--- config.mk ---
export PLATFORM = sky130hd
export DESIGN_NAME = long_timer_control
export DESIGN_NICKNAME = d
export VERILOG_FILES = /design/src/pkg/long_timer_pkg.sv /design/src/hw/long_timer_prescaler.sv /design/src/hw/long_timer_edge_sync.sv /design/src/hw/long_timer_control.sv
export VERILOG_INCLUDE_DIRS = /design/src /design/src/pkg
export SDC_FILE = /design/constraint.sdc
export NUM_CORES = 1
export LEC_CHECK = 0
export BUFFER_PORTS_ARGS = -buffer_cell sky130_fd_sc_hd__buf_4
export CAP_MARGIN = 10
export CORE_MARGIN = 2
export CORE_UTILIZATION = 49
export CTS_CLUSTER_SIZE = 25
export DETAILED_ROUTE_END_ITERATION = 7
export GPL_TIMING_DRIVEN = 0
export PLACE_DENSITY = 0.72
export REMOVE_ABC_BUFFERS = 1
export SLEW_MARGIN = 20
export SYNTH_ARGS = -nofsm -noshare
export SYNTH_HDL_FRONTEND = slang
export SYNTH_SLANG_ARGS = --single-unit
--- constraint.sdc ---
create_clock -name sys_clk -period 1.9 [get_ports sys_clk]
set_input_delay 0.38 -clock sys_clk [delete_from_list [all_inputs] [get_ports sys_clk]]
set_output_delay 0.38 -clock sys_clk [all_outputs]
set_load 0.01 [all_outputs]
--- src/pkg/long_timer_params.svh ---
`ifndef LONG_TIMER_PARAMS_SVH
`define LONG_TIMER_PARAMS_SVH
`define LT_ADDR_CTRL     12'h008
`define LT_ADDR_RELOAD   12'h00c
`define LT_ADDR_CAPTURE  12'h010
`define LT_ADDR_COUNT    12'h014
`define LT_BIT_OUT_SEL   0
`define LT_BIT_TO_IE     1
`define LT_BIT_CAP_IE    2
`define LT_BIT_PS_LO     3
`define LT_BIT_PS_HI     4
`define LT_BIT_TO_FLAG   5
`define LT_BIT_MODE      6
`define LT_BIT_ENABLE    7
`define LT_CTRL_RESET    8'h00
`define LT_COUNT_ALL_ONE 16'hffff
`define LT_COUNT_ZERO    16'h0000
`define LT_RELOAD_RESET  16'hffff
`endif

--- src/pkg/long_timer_pkg.sv ---
package long_timer_pkg;
  typedef enum logic [1:0] {
    PS_DIV1,
    PS_DIV2,
    PS_DIV4,
    PS_DIV8
  } prescale_e;
  typedef enum logic {
    OP_TRANSMIT,
    OP_DEMOD
  } op_mode_e;
endpackage

--- src/hw/long_timer_prescaler.sv ---
`timescale 1ns/1ps
`include "long_timer_params.svh"
module long_timer_prescaler (
  input  wire logic                          sys_clk,
  input  wire logic                          resetn,
  input  wire logic                          run,
  input  wire long_timer_pkg::prescale_e     sel,
  output logic                               tick
);
  logic [2:0] div_q;

  always_ff @(posedge sys_clk or negedge resetn) begin
    if (!resetn) begin
      div_q <= 3'h0;
    end else if (!run) begin
      div_q <= 3'h0;
    end else begin
      div_q <= div_q + 3'h1;
    end
  end

  always_comb begin
    case (sel)
      long_timer_pkg::PS_DIV1: tick = run;
      long_timer_pkg::PS_DIV2: tick = run && (div_q[0] == 1'b1);
      long_timer_pkg::PS_DIV4: tick = run && (div_q[1:0] == 2'h3);
      long_timer_pkg::PS_DIV8: tick = run && (div_q == 3'h7);
      default:                 tick = 1'b0;
    endcase
  end
endmodule

--- src/hw/long_timer_edge_sync.sv ---
`timescale 1ns/1ps
module long_timer_edge_sync (
  input  wire logic sys_clk,
  input  wire logic resetn,
  input  wire logic pin_in,
  input  wire logic rise_en,
  input  wire logic fall_en,
  output logic      edge_seen
);
  logic meta_q;
  logic sync_q;
  logic last_q;

  always_ff @(posedge sys_clk or negedge resetn) begin
    if (!resetn) begin
      meta_q <= 1'b0;
      sync_q <= 1'b0;
      last_q <= 1'b0;
    end else begin
      meta_q <= pin_in;
      sync_q <= meta_q;
      last_q <= sync_q;
    end
  end

  assign edge_seen = (rise_en && sync_q && !last_q) || (fall_en && !sync_q && last_q);
endmodule

--- src/hw/long_timer_control.sv ---
`timescale 1ns/1ps
`include "long_timer_params.svh"
module long_timer_control (
  input  wire logic        sys_clk,
  input  wire logic        resetn,
  input  wire logic        psel,
  input  wire logic        penable,
  input  wire logic        pwrite,
  input  wire logic [11:0] paddr,
  input  wire logic [31:0] pwdata,
  output logic [31:0]      prdata,
  output logic             pready,
  output logic             pslverr,
  input  wire logic        demod_mode,
  input  wire logic        ping_pong,
  input  wire logic        demod_pin,
  input  wire logic        edge_rise_en,
  input  wire logic        edge_fall_en,
  input  wire logic        eight_bit_timer_timeout,
  input  wire logic        port_three_line_five_data,
  output logic             port_three_line_five,
  output logic             long_timer_output,
  output logic             timeout_irq,
  output logic             capture_irq,
  output logic             eight_bit_timer_restart
);
  logic [7:0]  ctrl_q;
  logic [15:0] reload_q;
  logic [15:0] count_q;
  logic [15:0] capture_q;
  logic        to_flag_q;
  logic        run_q;
  logic        armed_q;
  logic        demod_q;
  logic        pp_q;
  logic        t8_to_q;
  logic        tick;
  logic        edge_seen;
  logic        wr_ctrl;
  logic        wr_reload;
  logic        setup_ph;
  logic        access_wr;
  logic        rd_ok;
  logic        at_zero;
  logic        timeout_ev;
  logic        capture_ev;
  logic        reload_ev;
  logic        stop_ev;
  logic        mode_bit;
  logic [31:0] rd_mux;
  long_timer_pkg::prescale_e ps_sel;

  assign setup_ph  = psel && !penable;
  assign access_wr = psel && penable && pwrite;
  assign wr_ctrl   = access_wr && (paddr == `LT_ADDR_CTRL);
  assign wr_reload = access_wr && (paddr == `LT_ADDR_RELOAD);
  assign mode_bit  = ctrl_q[`LT_BIT_MODE];
  assign ps_sel    = long_timer_pkg::prescale_e'(ctrl_q[`LT_BIT_PS_HI:`LT_BIT_PS_LO]);
  assign at_zero   = tick && (count_q == `LT_COUNT_ZERO);

  // Mode pins come from same-clock timer logic; sampled once to keep outputs registered
  always_ff @(posedge sys_clk or negedge resetn) begin
    if (!resetn) begin
      demod_q <= 1'b0;
    end else begin
      demod_q <= demod_mode;
    end
  end

  always_ff @(posedge sys_clk or negedge resetn) begin
    if (!resetn) begin
      pp_q <= 1'b0;
    end else begin
      pp_q <= ping_pong;
    end
  end

  // Registered once like the mode pins; the edge capture path through the synchroniser takes one cycle more
  always_ff @(posedge sys_clk or negedge resetn) begin
    if (!resetn) begin
      t8_to_q <= 1'b0;
    end else begin
      t8_to_q <= eight_bit_timer_timeout;
    end
  end

  long_timer_prescaler u_prescaler (
    .sys_clk (sys_clk),
    .resetn  (resetn),
    .run     (run_q),
    .sel     (ps_sel),
    .tick    (tick)
  );

  long_timer_edge_sync u_edge (
    .sys_clk   (sys_clk),
    .resetn    (resetn),
    .pin_in    (demod_pin),
    .rise_en   (edge_rise_en),
    .fall_en   (edge_fall_en),
    .edge_seen (edge_seen)
  );

  // Mode bit meaning depends on which operation is active
  always_comb begin
    timeout_ev = 1'b0;
    capture_ev = 1'b0;
    reload_ev  = 1'b0;
    stop_ev    = 1'b0;
    if (run_q) begin
      if (demod_q == 1'b1) begin
        timeout_ev = at_zero;
        if (!mode_bit && edge_seen) begin
          capture_ev = 1'b1;
          reload_ev  = 1'b1;
        end else if (mode_bit && armed_q && edge_seen) begin
          capture_ev = 1'b1;
          reload_ev  = 1'b1;
        end else if (mode_bit && t8_to_q) begin
          capture_ev = 1'b1;
        end
      end else begin
        // Transmit: every terminal count reloads; single pass also stops the run bit
        timeout_ev = at_zero;
        reload_ev  = at_zero;
        stop_ev    = at_zero && mode_bit;
      end
    end
  end

  // Run bit: software start/stop and single pass end; ping-pong does not set or clear it
  always_ff @(posedge sys_clk or negedge resetn) begin
    if (!resetn) begin
      run_q <= 1'b0;
    end else if (wr_ctrl) begin
      run_q <= pwdata[`LT_BIT_ENABLE];
    end else if (stop_ev) begin
      run_q <= 1'b0;
    end
  end

  // Other control bits; enable and flag are kept in their own registers
  always_ff @(posedge sys_clk or negedge resetn) begin
    if (!resetn) begin
      ctrl_q <= `LT_CTRL_RESET;
    end else if (wr_ctrl) begin
      ctrl_q <= pwdata[7:0];
    end
  end

  // A zero then one written to the ignore bit arms one more edge capture
  always_ff @(posedge sys_clk or negedge resetn) begin
    if (!resetn) begin
      armed_q <= 1'b0;
    end else if (wr_ctrl && pwdata[`LT_BIT_MODE] && !mode_bit) begin
      armed_q <= 1'b1;
    end else if (capture_ev && reload_ev) begin
      armed_q <= 1'b0;
    end else if (wr_ctrl && !pwdata[`LT_BIT_MODE]) begin
      armed_q <= 1'b0;
    end
  end

  // Set wins over a same-cycle write-one clear
  always_ff @(posedge sys_clk or negedge resetn) begin
    if (!resetn) begin
      to_flag_q <= 1'b0;
    end else if (timeout_ev) begin
      to_flag_q <= 1'b1;
    end else if (wr_ctrl && pwdata[`LT_BIT_TO_FLAG]) begin
      to_flag_q <= 1'b0;
    end
  end

  // A new reload value waits for the next load; the running count is left alone
  always_ff @(posedge sys_clk or negedge resetn) begin
    if (!resetn) begin
      reload_q <= `LT_RELOAD_RESET;
    end else if (wr_reload) begin
      reload_q <= pwdata[15:0];
    end
  end

  // Enable from stopped loads the reload value; an enable write while running keeps the count
  always_ff @(posedge sys_clk or negedge resetn) begin
    if (!resetn) begin
      count_q <= `LT_COUNT_ALL_ONE;
    end else if (wr_ctrl && pwdata[`LT_BIT_ENABLE] && !run_q) begin
      count_q <= reload_q;
    // Edge reload beats the wrap, so an edge capture restarts the measurement; an 8-bit timeout capture does not
    end else if (reload_ev && demod_q) begin
      count_q <= reload_q;
    end else if (at_zero && run_q) begin
      if (demod_q) begin
        count_q <= `LT_COUNT_ALL_ONE;
      end else begin
        count_q <= reload_q;
      end
    end else if (tick) begin
      count_q <= count_q - 16'h0001;
    end
  end

  // Capture is a plain copy; the count is disturbed only by the reload that comes with an edge capture
  always_ff @(posedge sys_clk or negedge resetn) begin
    if (!resetn) begin
      capture_q <= `LT_COUNT_ZERO;
    end else if (capture_ev) begin
      capture_q <= count_q;
    end
  end

  // Interrupt pulses, each gated by its enable
  always_ff @(posedge sys_clk or negedge resetn) begin
    if (!resetn) begin
      timeout_irq <= 1'b0;
    end else begin
      timeout_irq <= timeout_ev && ctrl_q[`LT_BIT_TO_IE];
    end
  end

  always_ff @(posedge sys_clk or negedge resetn) begin
    if (!resetn) begin
      capture_irq <= 1'b0;
    end else begin
      capture_irq <= capture_ev && ctrl_q[`LT_BIT_CAP_IE];
    end
  end

  // Hand-back pulse lets the 8-bit timer take its turn in ping-pong
  always_ff @(posedge sys_clk or negedge resetn) begin
    if (!resetn) begin
      eight_bit_timer_restart <= 1'b0;
    end else begin
      eight_bit_timer_restart <= stop_ev && pp_q;
    end
  end

  // Timer output toggles each terminal count in transmit operation
  always_ff @(posedge sys_clk or negedge resetn) begin
    if (!resetn) begin
      long_timer_output <= 1'b0;
    end else if (run_q && !demod_q && at_zero) begin
      long_timer_output <= !long_timer_output;
    end
  end

  // Pin follows the timer output or the port value, one cycle late either way
  always_ff @(posedge sys_clk or negedge resetn) begin
    if (!resetn) begin
      port_three_line_five <= 1'b0;
    end else if (ctrl_q[`LT_BIT_OUT_SEL]) begin
      port_three_line_five <= long_timer_output;
    end else begin
      port_three_line_five <= port_three_line_five_data;
    end
  end

  // Mode switches while running are not guarded; software stops first
  always_comb begin
    rd_ok  = 1'b1;
    rd_mux = 32'h0000_0000;
    case (paddr)
      `LT_ADDR_CTRL: begin
        rd_mux[7:0]            = ctrl_q;
        rd_mux[`LT_BIT_ENABLE] = run_q;
        rd_mux[`LT_BIT_TO_FLAG] = to_flag_q;
      end
      `LT_ADDR_RELOAD:  rd_mux[15:0] = reload_q;
      `LT_ADDR_CAPTURE: rd_mux[15:0] = capture_q;
      `LT_ADDR_COUNT:   rd_mux[15:0] = count_q;
      default:          rd_ok = 1'b0;
    endcase
  end

  // Zero-wait slave: answer in the first access cycle
  always_ff @(posedge sys_clk or negedge resetn) begin
    if (!resetn) begin
      pready <= 1'b0;
    end else begin
      pready <= setup_ph;
    end
  end

  always_ff @(posedge sys_clk or negedge resetn) begin
    if (!resetn) begin
      pslverr <= 1'b0;
    end else begin
      pslverr <= setup_ph && !rd_ok;
    end
  end

  // Read data is zero outside a read access so stale values never show
  always_ff @(posedge sys_clk or negedge resetn) begin
    if (!resetn) begin
      prdata <= 32'h0000_0000;
    end else begin
      prdata <= (setup_ph && !pwrite) ? rd_mux : 32'h0000_0000;
    end
  end
endmodule

# Word-level counts from Yosys, hierarchy flattened
# Index checks and enable logic that the tools add are counted.
# word_totals
reg_bits	90
latchBits	0
ram_bits	0
mem_bits_ro	0
in_bits	56
n_memories	0
# op_classes
n_addsub	2
multipliers	0
div	0
magnitude_cmp	0
eq_ne	9
n_shift	0
mux	31
n_bitwise	0
reduce_logical	52
# op_table
cell	count
2-to-1 mux 16 bit	6
logical AND 1 bit	34
case mux 8 bit (4 select lines)	1
equality test 12 x 4 -> 1 bit (second input constant)	2
equality test 12 x 5 -> 1 bit (second input constant)	2
case mux 8 bit (3 select lines)	1
2-to-1 mux 1 bit	21
zero test 16 bit	1
subtractor 16 x 1 -> 16 bit (second input constant)	1
zero test 1 bit	10
equality test 2 bit (second input constant)	3
case mux 1 bit (4 select lines)	1
nonzero test 2 bit	2
nonzero test 4 bit	1
OR reduction 4 bit	1
adder 3 x 1 -> 3 bit (second input constant)	1
equality test 3 bit (second input constant)	1
2-to-1 mux 3 bit	1
nonzero test 3 bit	1
equality test 2 x 1 -> 1 bit (second input constant)	1
zero test 2 bit	1
logical OR 1 bit	1

# Logic depth before layout (Yosys ltp)
# Gate-level depths: netlist (run 1).
# depth
ltp_word	12
depth_mapped	8
mapped_depth_nobuf	7

# Modules after synthesis
# Synthesis (run 1) repeated with hierarchy kept, for this count alone.
# hier_totals
cells_unflattened	419
area_unflattened_um2	4570.6
# modules_own_cells
mod	n_inst	cells_per_inst	area_each_um2	seq_area_each_um2
long_timer_control	1	401	4332.9	2117.0
long_timer_prescaler	1	12	142.6	75.1
long_timer_edge_sync	1	6	95.1	75.1

# Worst setup path before layout (run 1)
# OpenSTA, ideal clock, no wires.
# synth_timing
path_kind	input-to-reg
startpoint	input paddr[9]
endpoint	register reload_q[15]
setup_ns	0.085
arrival_time_ns	2.126
required_time_ns	1.815
path_slack_ns	-0.311
path_stages	8
path_cell_list	or4_1 nor3_4 and3_1 buf_4 and2_4 buf_6 buf_12 mux2_1
# synth_between
elab_chain_len	2
# synth_lines
element	line_no	text
from (decl)	long_timer_control.sv:9	input wire logic [11:0] paddr,
equality test 12 x 4 -> 1 bit	n/a	
logical AND 1 bit	long_timer_control.sv:56	assign wr_reload = access_wr && (paddr == `LT_ADDR_RELOAD);
to (signal assigned)	long_timer_control.sv:178	reload_q <= `LT_RELOAD_RESET;
to (signal assigned)	long_timer_control.sv:180	reload_q <= pwdata[15:0];
to (decl)	long_timer_control.sv:28	logic [15:0] reload_q;
# No other way between the ends.
# A chain may end at the register's enable or synchronous reset.

# Worst setup path in the final report (run 1)
# layout_timing
startpoint	register u_prescaler.div_q[0]
endpoint	register count_q[12]
# layout_between
elab_chain_len	9
word_cells_on_any_way	15
classes_between	eq/ne: 2; mux: 6; reduce/logical: 7
# layout_lines
element	line_no	text
from (decl)	long_timer_prescaler.sv:10	logic [2:0] div_q;
from (signal assigned)	long_timer_prescaler.sv:18	div_q <= div_q + 3'h1;
equality test 3 bit or equality test 2 bit (tied branches)	long_timer_prescaler.sv:27, long_timer_prescaler.sv:26	
logical AND 1 bit, on equally long branches	long_timer_prescaler.sv:27, long_timer_prescaler.sv:26	
case mux 1 bit (4 select lines) (*)	long_timer_prescaler.sv:23	case (sel)
logical AND 1 bit	long_timer_control.sv:59	assign at_zero = tick && (count_q == `LT_COUNT_ZERO);
2-to-1 mux 1 bit	long_timer_control.sv:111	if (demod_q == 1'b1) begin
2-to-1 mux 1 bit	long_timer_control.sv:110	if (run_q) begin
logical AND 1 bit	long_timer_control.sv:191	end else if (reload_ev && demod_q) begin
2-to-1 mux 16 bit	long_timer_control.sv:191	
2-to-1 mux 16 bit	long_timer_control.sv:188	end else if (wr_ctrl && pwdata[`LT_BIT_ENABLE] && !run_q) begin
to (signal assigned)	long_timer_control.sv:187	count_q <= `LT_COUNT_ALL_ONE;
to (signal assigned)	long_timer_control.sv:189	count_q <= reload_q;
to (signal assigned)	long_timer_control.sv:192	count_q <= reload_q;
to (decl)	long_timer_control.sv:29	logic [15:0] count_q;
# Every way passes the cells marked *; elsewhere a longest branch is shown, timed or not.

==> flow_metrics.py, run 1 <==
metrics = {
    "power": {
        "swShare_pct": 29.9,
        "netSwitchingPower_mw": 1.56,
        "p_seq_share_pct": 51.7,
        "clock_power_share_pct": 26.3,
        "total_leakage_power_nw": 2.43,
        "powerDensity_mw_per_mm2": 927,
        "vdd_drop_max_mv": 0.609,
        "p_int_mw": 3.66,
        "p_comb_share_pct": 22.0,
    },
    "critical_path": {
        "path_class": "reg -> reg",
        "cpLargestDelayFamily": "compound AO/OA/AOI/OAI gates",
        "crit_buf_inv": 1,
        "crit_path_max_incr_delay_ns": 0.43,
        "endpoint_kind": "flop",
        "crit_path_frequent_cell": "ha_4",
        "crit_arrival_ns": 2.27,
        "critPathLaunchType": "flop",
        "cpMaxStageDelayCell": "a221o_2",
        "path_cells": "ha_4 -> ha_4 -> mux2i_4 -> a221o_2 -> buf_12 -> nor2_4 -> o311ai_1 -> a2bb2oi_1",
        "path_max_fanout": 5,
        "cp.required_ns": 2.18,
    },
    "hold_path": {
        "hold_path.class": "in -> async",
    },
    "timing": {
        "min_period_ns": 1.98,
        "fin_skew_ns": 0.0104,
        "setup_viol": 16,
        "fin_ws_ns": -0.0814,
        "period_share_pct": 104,
        "worstMarginPinSlew_ns": 0.787,
        "slew_violations": 0,
        "rsz0062_at_grt": "yes",
        "fmax_mhz": 505,
        "slew_headroom_pct": 47.5,
        "hold_violations": 0,
    },
    "synth": {
        "yosys_warnings": 0,
        "synth_area_leaders": "dfrtp_1 (33%), dfstp_2 (19%), mux2_2 (7.5%), buf_4 (3.1%), mux2_4 (3.1%)",
        "syn-mean-instance-area_um2": 12.1,
        "synthCells": 359,
        "ys.flop_type": "dfrtp_1",
        "async_flop_share_pct": 100,
        "synth_top_area_share_pct": 32.9,
        "synth_top_area_cell": "dfrtp_1",
        "synth_most_common_cell": "dfrtp_1",
        "synth-edff-count": 0,
        "ys_top_cells_by_count": "dfrtp_1 (57), dfstp_2 (32), mux2_2 (29)",
        "synth.distinct_cells": 64,
        "syn_area_mm2": 0.00433,
        "ys_ff_latch": 89,
        "ys_seq_area_share_pct": 52.3,
    },
    "floorplanning": {
        "start_util_pct": 50.2,
        "coreArea_mm2": 0.00864,
        "die_w_um": 98.1,
        "die-area_mm2": 0.00961,
        "rows": 34,
        "die_h_um": 98.1,
        "ioPinCount": 95,
    },
    "placed_design": {
        "gp_congestion": 0.895,
        "hpwl_um": 6050,
        "dp_slack_ns": -1.24,
        "portBuffers": 62,
        "dp_cells": 504,
    },
    "global_routing": {
        "grt_pass1_vias": 3357,
        "overflow": 0,
        "grt_pass1_wl_um": 16800,
        "track_usage_pct": 21.7,
        "grt_max_degree": 90,
        "antenna_found_initial": 0,
    },
    "clock_tree": {
        "cts-htree-levels": 3,
        "clk_latency_ns": 0.36,
        "cts_buffer_depth": 2,
        "clkTransAtPathRegs_ns": 0.09,
        "cts_tree": "done",
        "clkSinkCount": 89,
        "root_buffer": "clkbuf_8",
        "cts-buffers-inserted": 9,
        "postCtsHoldBufs": 0,
    },
    "layout": {
        "final_util_pct": 65.2,
        "layout.nets": 505,
        "drive_gt1_share_pct": 52.2,
        "nFillCells": 614,
        "syn_to_final_growth_pct": 29.9,
        "diodes": 0,
        "fin_cells": 558,
    },
    "route": {
        "drc": 0,
        "routed.top_layer": "met4",
        "route.met3.wl_um": 616,
        "drt_first_pass_iters": 5,
        "vias": 3393,
        "drt-total-wl_um": 10700,
        "wl_met1_um": 4320,
        "dr_wl_met2_um": 5490,
        "vias_per_cell": 6.08,
        "final_antenna_net_count": 0,
        "drtIter0Drc": 252,
        "wire_per_inst_um": 19.1,
    },
    "flow_run": {
        "maxCapViolCount": 0,
    },
    "run_status": {
        "violations": "setup timing",
        "status": "finished with violations",
    },
}
worst reg2reg max path: stages, from the launching register on:
cell and delay, ns:
dfrtp_1 0.41, ha_4 0.17, ha_4 0.14, mux2i_4 0.07, a221o_2 0.43, buf_12 0.16
nor2_4 0.20, o311ai_1 0.15, a2bb2oi_1 0.16
kinds of logic (layout without fill, tap and decap cells):
family                   after synthesis  count (layout)  share of synthesized area, %
adder cells (fa/ha/maj)                4               4                          1.15
buffers and inverters                 48             124                          6.67
flip-flops                            89              89                          52.3
AO/OA/AOI/OAI                         89              89                          15.6
multiplexers                          40              40                          11.1
other                                  1              16                        0.0865
AND/OR/NAND/NOR                       87              87                          12.8
XOR/XNOR                               1               1                         0.202
final cells by class:
class | count | area [um2] | area share (%)
clock inverter | 4 | 50.0 | 0.889
clock buffer | 12 | 165 | 2.93
timing repair buffer | 101 | 853 | 15.2
sequential | 89 | 2270 | 40.3
inverter | 7 | 28.8 | 0.511
multi-input combinational | 237 | 2130 | 37.9
tap | 108 | 135 | 2.40
path summary, 6_finish.rpt:
kind                                                start                  endpoint  slack [ns]  depth (start not counted)
max in group asynchronous                          resetn  capture_q[2]$_DFFE_PN0N_        1.28                          1
min in group sys_clk              eight_bit_timer_timeout         t8_to_q$_DFF_PN0_        0.12                          1
setup / recovery           u_prescaler.div_q[0]$_DFF_PN0_   count_q[12]$_DFFE_PN1P_       -0.08                          8
hold reg to reg                   u_edge.meta_q$_DFF_PN0_   u_edge.sync_q$_DFF_PN0_        0.36                          0
hold / removal                                     resetn          pready$_DFF_PN0_        0.04                          1
setup reg to reg           u_prescaler.div_q[0]$_DFF_PN0_   count_q[12]$_DFFE_PN1P_       -0.08                          8
layer usage:
layer | global-route usage, % | up-vias
li1 | - | 1495
met1 | 28.8 | 1736
met2 | 35.1 | 137
met3 | 5.58 | 25
met4 | 6.41 | 0
met5 | 0 | -
timing repair:
item                                    4_1_cts  5_1_grt
endpoints found under the setup margin       76       52
cloned                                        2        1
buffers inserted                             24       12
endpoints found under the hold margin         0        0
pin swaps                                    19       17
gates resized for setup                      40       29
sequential cells by signal, indices dropped and copies added (netlist names), 3 cells and up:
signal and count:
ctrl_q 6, prdata 16, capture_q 16, reload_q 16
u_prescaler.div_q 3, count_q 16
stage by stage:
stage	hold WS, ns	total power [mW]	area (um2)	TNS [ns]
global route	0.0976	5.49	5630	-2.50
detailed placement	0.341	3.47	4770	-60.38
floorplan	0.0844	3.15	4130	-25.52
finish	0.0420	5.22	5630	-0.724
CTS	0.111	4.98	5390	-0.0311
global placement	0.336	3.40	4730	-68.03
layout by cell type (no fill, tap or decap), types with 4 or more instances in the layout:
| master | n |
|---|---|
| o21ai_0 | 4 |
| dfrtp_1 | 57 |
| nor3_1 | 5 |
| mux2_4 | 13 |
| o22ai_1 | 4 |
| and2_1 | 4 |
| nand4_1 | 10 |
| clkbuf_8 | 12 |
| dfstp_2 | 32 |
| nor4_4 | 5 |
| a222oi_1 | 8 |
| mux2_2 | 26 |
| buf_4 | 86 |
| inv_1 | 5 |
| nor2_1 | 13 |
| nand2_1 | 9 |
| a22oi_1 | 16 |
| a2bb2oi_1 | 13 |
| buf_12 | 4 |
| conb_1 | 16 |
| a21oi_1 | 14 |
| buf_6 | 8 |
power by group through the flow:
stage	combinational [mW]	sequential, mW	clock [mW]
after floorplan	0.589	2.56	0
after global placement	0.770	2.63	0
after detailed placement	0.806	2.66	0
after CTS	0.946	2.65	1.39
after global routing	1.27	2.74	1.47
final	1.15	2.70	1.37
No activity file was read; power rests on OpenSTA's default activity.
==> run 2: changes to the inputs <==
Settings changed: CORE_UTILIZATION 49 to 50, PLACE_DENSITY 0.72 to 0.73, SYNTH_HIERARCHICAL from default to 1.
==> run 2 against run 1 <==
Compared with the run above:
- largest cell class is now multi-input gates
- worst hold slack improved by 0.011 ns
- sequential share of layout area shrank 0.78 points
- the run still ends with setup timing left
- combinational power decreased by 43%
- die area rose by 3.2%
- critical path type unchanged
- via count is 12% higher
- setup slack worse by 0.43 ns
- largest power group unchanged
==> flow_metrics.py, run 2 <==
metrics = {
    "global_routing": {
        "track_usage_pct": 24.7,
        "grt_util_met3_pct": 5.90,
        "met2_usage_pct": 40.6,
        "grt-busiest-layer": "met2",
        "grt_pass1_vias": 3703,
        "overflow": 0,
        "antenna_found_initial": 0,
        "grt_pass1_wl_um": 19100,
        "grt_use_met1_pct": 32.5,
        "grt_max_degree": 90,
    },
    "power": {
        "p_int_mw": 2.96,
        "total_leakage_power_nw": 2.53,
        "swShare_pct": 29.7,
        "p_comb_share_pct": 15.5,
        "clock_power_share_pct": 32.2,
        "p_seq_share_pct": 52.3,
        "netSwitchingPower_mw": 1.25,
        "vdd_drop_max_mv": 0.388,
        "powerDensity_mw_per_mm2": 732,
        "p_total_mw": 4.21,
    },
    "route": {
        "vias_per_cell": 6.24,
        "vias": 3799,
        "drc": 0,
        "drtIter0Drc": 396,
        "wire_per_inst_um": 19.9,
        "drt-total-wl_um": 12100,
        "drt_first_pass_iters": 6,
        "final_antenna_net_count": 0,
    },
    "placed_design": {
        "dp_cells": 567,
        "post_dp_cell_area_mm2": 0.00503,
        "hpwl_um": 7350,
        "dp_slack_ns": -1.67,
        "portBuffers": 62,
        "gp_congestion": 0.887,
    },
    "layout": {
        "final_design_area_no_fill_mm2": 0.00575,
        "final_util_pct": 65.2,
        "layout.nets": 556,
        "syn_to_final_growth_pct": 25.7,
        "fin_cells": 609,
        "final_cell_mix": "buf_4 (83), dfrtp_1 (56), mux2_2 (38), dfstp_2 (32), nor2_1 (26)",
        "register_area_mm2": 0.00227,
        "multi_input_area_mm2": 0.00240,
        "drive_gt1_share_pct": 44.7,
        "diodes": 0,
        "nFillCells": 681,
        "final_common_cell": "buf_4",
    },
    "timing": {
        "worstMarginPinSlew_ns": 0.826,
        "hold_violations": 0,
        "period_share_pct": 127,
        "slew_headroom_pct": 44.7,
        "fin_ws_ns": -0.509,
        "rsz0062_at_grt": "yes",
        "setup_viol": 21,
        "min_period_ns": 2.41,
        "slew_violations": 0,
        "tns_ns": -9.85,
        "fin_hold_ws_ns": 0.0527,
        "fin_skew_ns": 0.0114,
        "fmax_mhz": 415,
    },
    "clock_tree": {
        "cts_tree": "done",
        "clkSinkCount": 89,
        "cts-buffers-inserted": 9,
        "clkTransAtPathRegs_ns": 0.09,
        "root_buffer": "clkbuf_8",
        "cts-htree-levels": 3,
        "clk_latency_ns": 0.37,
        "cts_buffer_depth": 2,
    },
    "critical_path": {
        "critPathLaunchType": "flop",
        "timing.reg2reg.setup_slack_ns": -0.51,
        "path_class": "reg -> reg",
        "crit_arrival_ns": 2.72,
        "r2r-end": "count_q[12]$_DFFE_PN1P_",
        "crit_start": "u_prescaler/div_q[0]$_DFF_PN0_",
        "endpoint_kind": "flop",
        "regToRegStartpoint": "u_prescaler/div_q[0]$_DFF_PN0_",
        "cp.required_ns": 2.21,
        "path_max_fanout": 4,
        "worstRegToRegCells": 10,
    },
    "synth": {
        "yosys.area_share.simple_pct": 17.4,
        "synth_mux_area_share_pct": 9.58,
        "synth_top_area_cell": "dfrtp_1",
        "synth_compound_area_share_pct": 16.6,
        "synth.distinct_cells": 60,
        "synth_adder_area_share_pct": 1.09,
        "ys_top_cells_by_count": "dfrtp_1 (57), mux2_2 (38), dfstp_2 (32)",
        "ys_ff_latch": 89,
        "synth-edff-count": 0,
        "synth_most_common_cell": "dfrtp_1",
        "ys.flop_type": "dfrtp_1",
        "synth_top_area_share_pct": 31.2,
        "synth_top_family_by_area": "simple AND/OR/NAND/NOR gates",
        "syn-mean-instance-area_um2": 10.9,
        "synth-xor-area-share_pct": 0.192,
        "async_flop_share_pct": 100,
        "syn_area_mm2": 0.00457,
        "synth_area_leaders": "dfrtp_1 (31%), dfstp_2 (18%), mux2_2 (9.4%), buf_4 (2.6%), nor2_1 (2.2%)",
        "ys_seq_area_share_pct": 49.6,
        "yosys_warnings": 6,
        "synthCells": 419,
    },
    "floorplanning": {
        "start_util_pct": 51.9,
        "ioPinCount": 95,
        "die_h_um": 99.6,
        "coreArea_mm2": 0.00881,
        "die-area_mm2": 0.00992,
        "rows": 34,
        "die_w_um": 99.6,
    },
    "flow_run": {
        "maxCapViolCount": 0,
    },
    "hold_path": {
        "hold_path.class": "in -> async",
    },
    "run_status": {
        "violations": "setup timing",
        "status": "finished with violations",
    },
}
[run 2: routing by layer]
layer	share of wire [%]	vias to the layer above	wire length, um
met5	0	-	0
met4	1.7	0	208
met3	8.3	22	1000
met2	49	199	5980
met1	41	1888	4930
li1	-	1690	-
[run 2: repair_timing]
action | CTS | global route
setup endpoints to repair | 77 | 56
pin swaps | 19 | 15
cloned | 1 | 0
buffers inserted | 19 | 7
hold buffers | 0 | 0
resized for setup | 52 | 18
[run 2: cell families (layout without fill, tap and decap cells)]
family / count (synthesis) / after routing
buffers and inverters: 45 / 112
multiplexers: 39 / 39
flip-flops: 89 / 89
XOR/XNOR: 1 / 1
AO/OA/AOI/OAI: 98 / 98
adder cells (fa/ha/maj): 4 / 4
AND/OR/NAND/NOR: 142 / 142
other: 1 / 16
[run 2: worst max path at each step]
stage,endpoint,slack (ns),depth (start not counted)
global route,count_q[4]$_DFFE_PN1P_,-0.62,10
CTS,count_q[4]$_DFFE_PN1P_,-0.45,11
global placement,prdata[5]$_DFF_PN0_,-2.19,6
finish,count_q[12]$_DFFE_PN1P_,-0.51,10
floorplan,count_q[14]$_DFFE_PN1P_,-0.79,9
detailed placement,count_q[3]$_DFFE_PN1P_,-1.67,6
[run 2: power by group through the flow]
stage	clock network [mW]	registers (mW)	logic (mW)
3_3_place_gp	0	2.21	0.555
3_5_place_dp	0	2.22	0.571
6_report	1.35	2.20	0.654
4_1_cts	1.36	2.19	0.612
5_1_grt	1.45	2.22	0.712
2_1_floorplan	0	2.17	0.372
[run 2: worst max-delay path, stage by stage, from the launching register on]
cell and delay (ns):
dfrtp_1 0.40, ha_4 0.16, ha_4 0.14, mux2i_4 0.07, a221oi_4 0.30, nand2b_1 0.12, or3_4 0.36, nor4_4 0.35
buf_4 0.24, nor3_1 0.07, o21ai_1 0.13
[run 2: area by class of cell]
type	instances	share of cell area [%]
clock buffer	10	2.40
clock inverter	6	1.13
inverter	6	0.392
multi-input combinational	300	41.8
sequential	89	39.5
tap	108	2.35
timing repair buffer	90	12.4
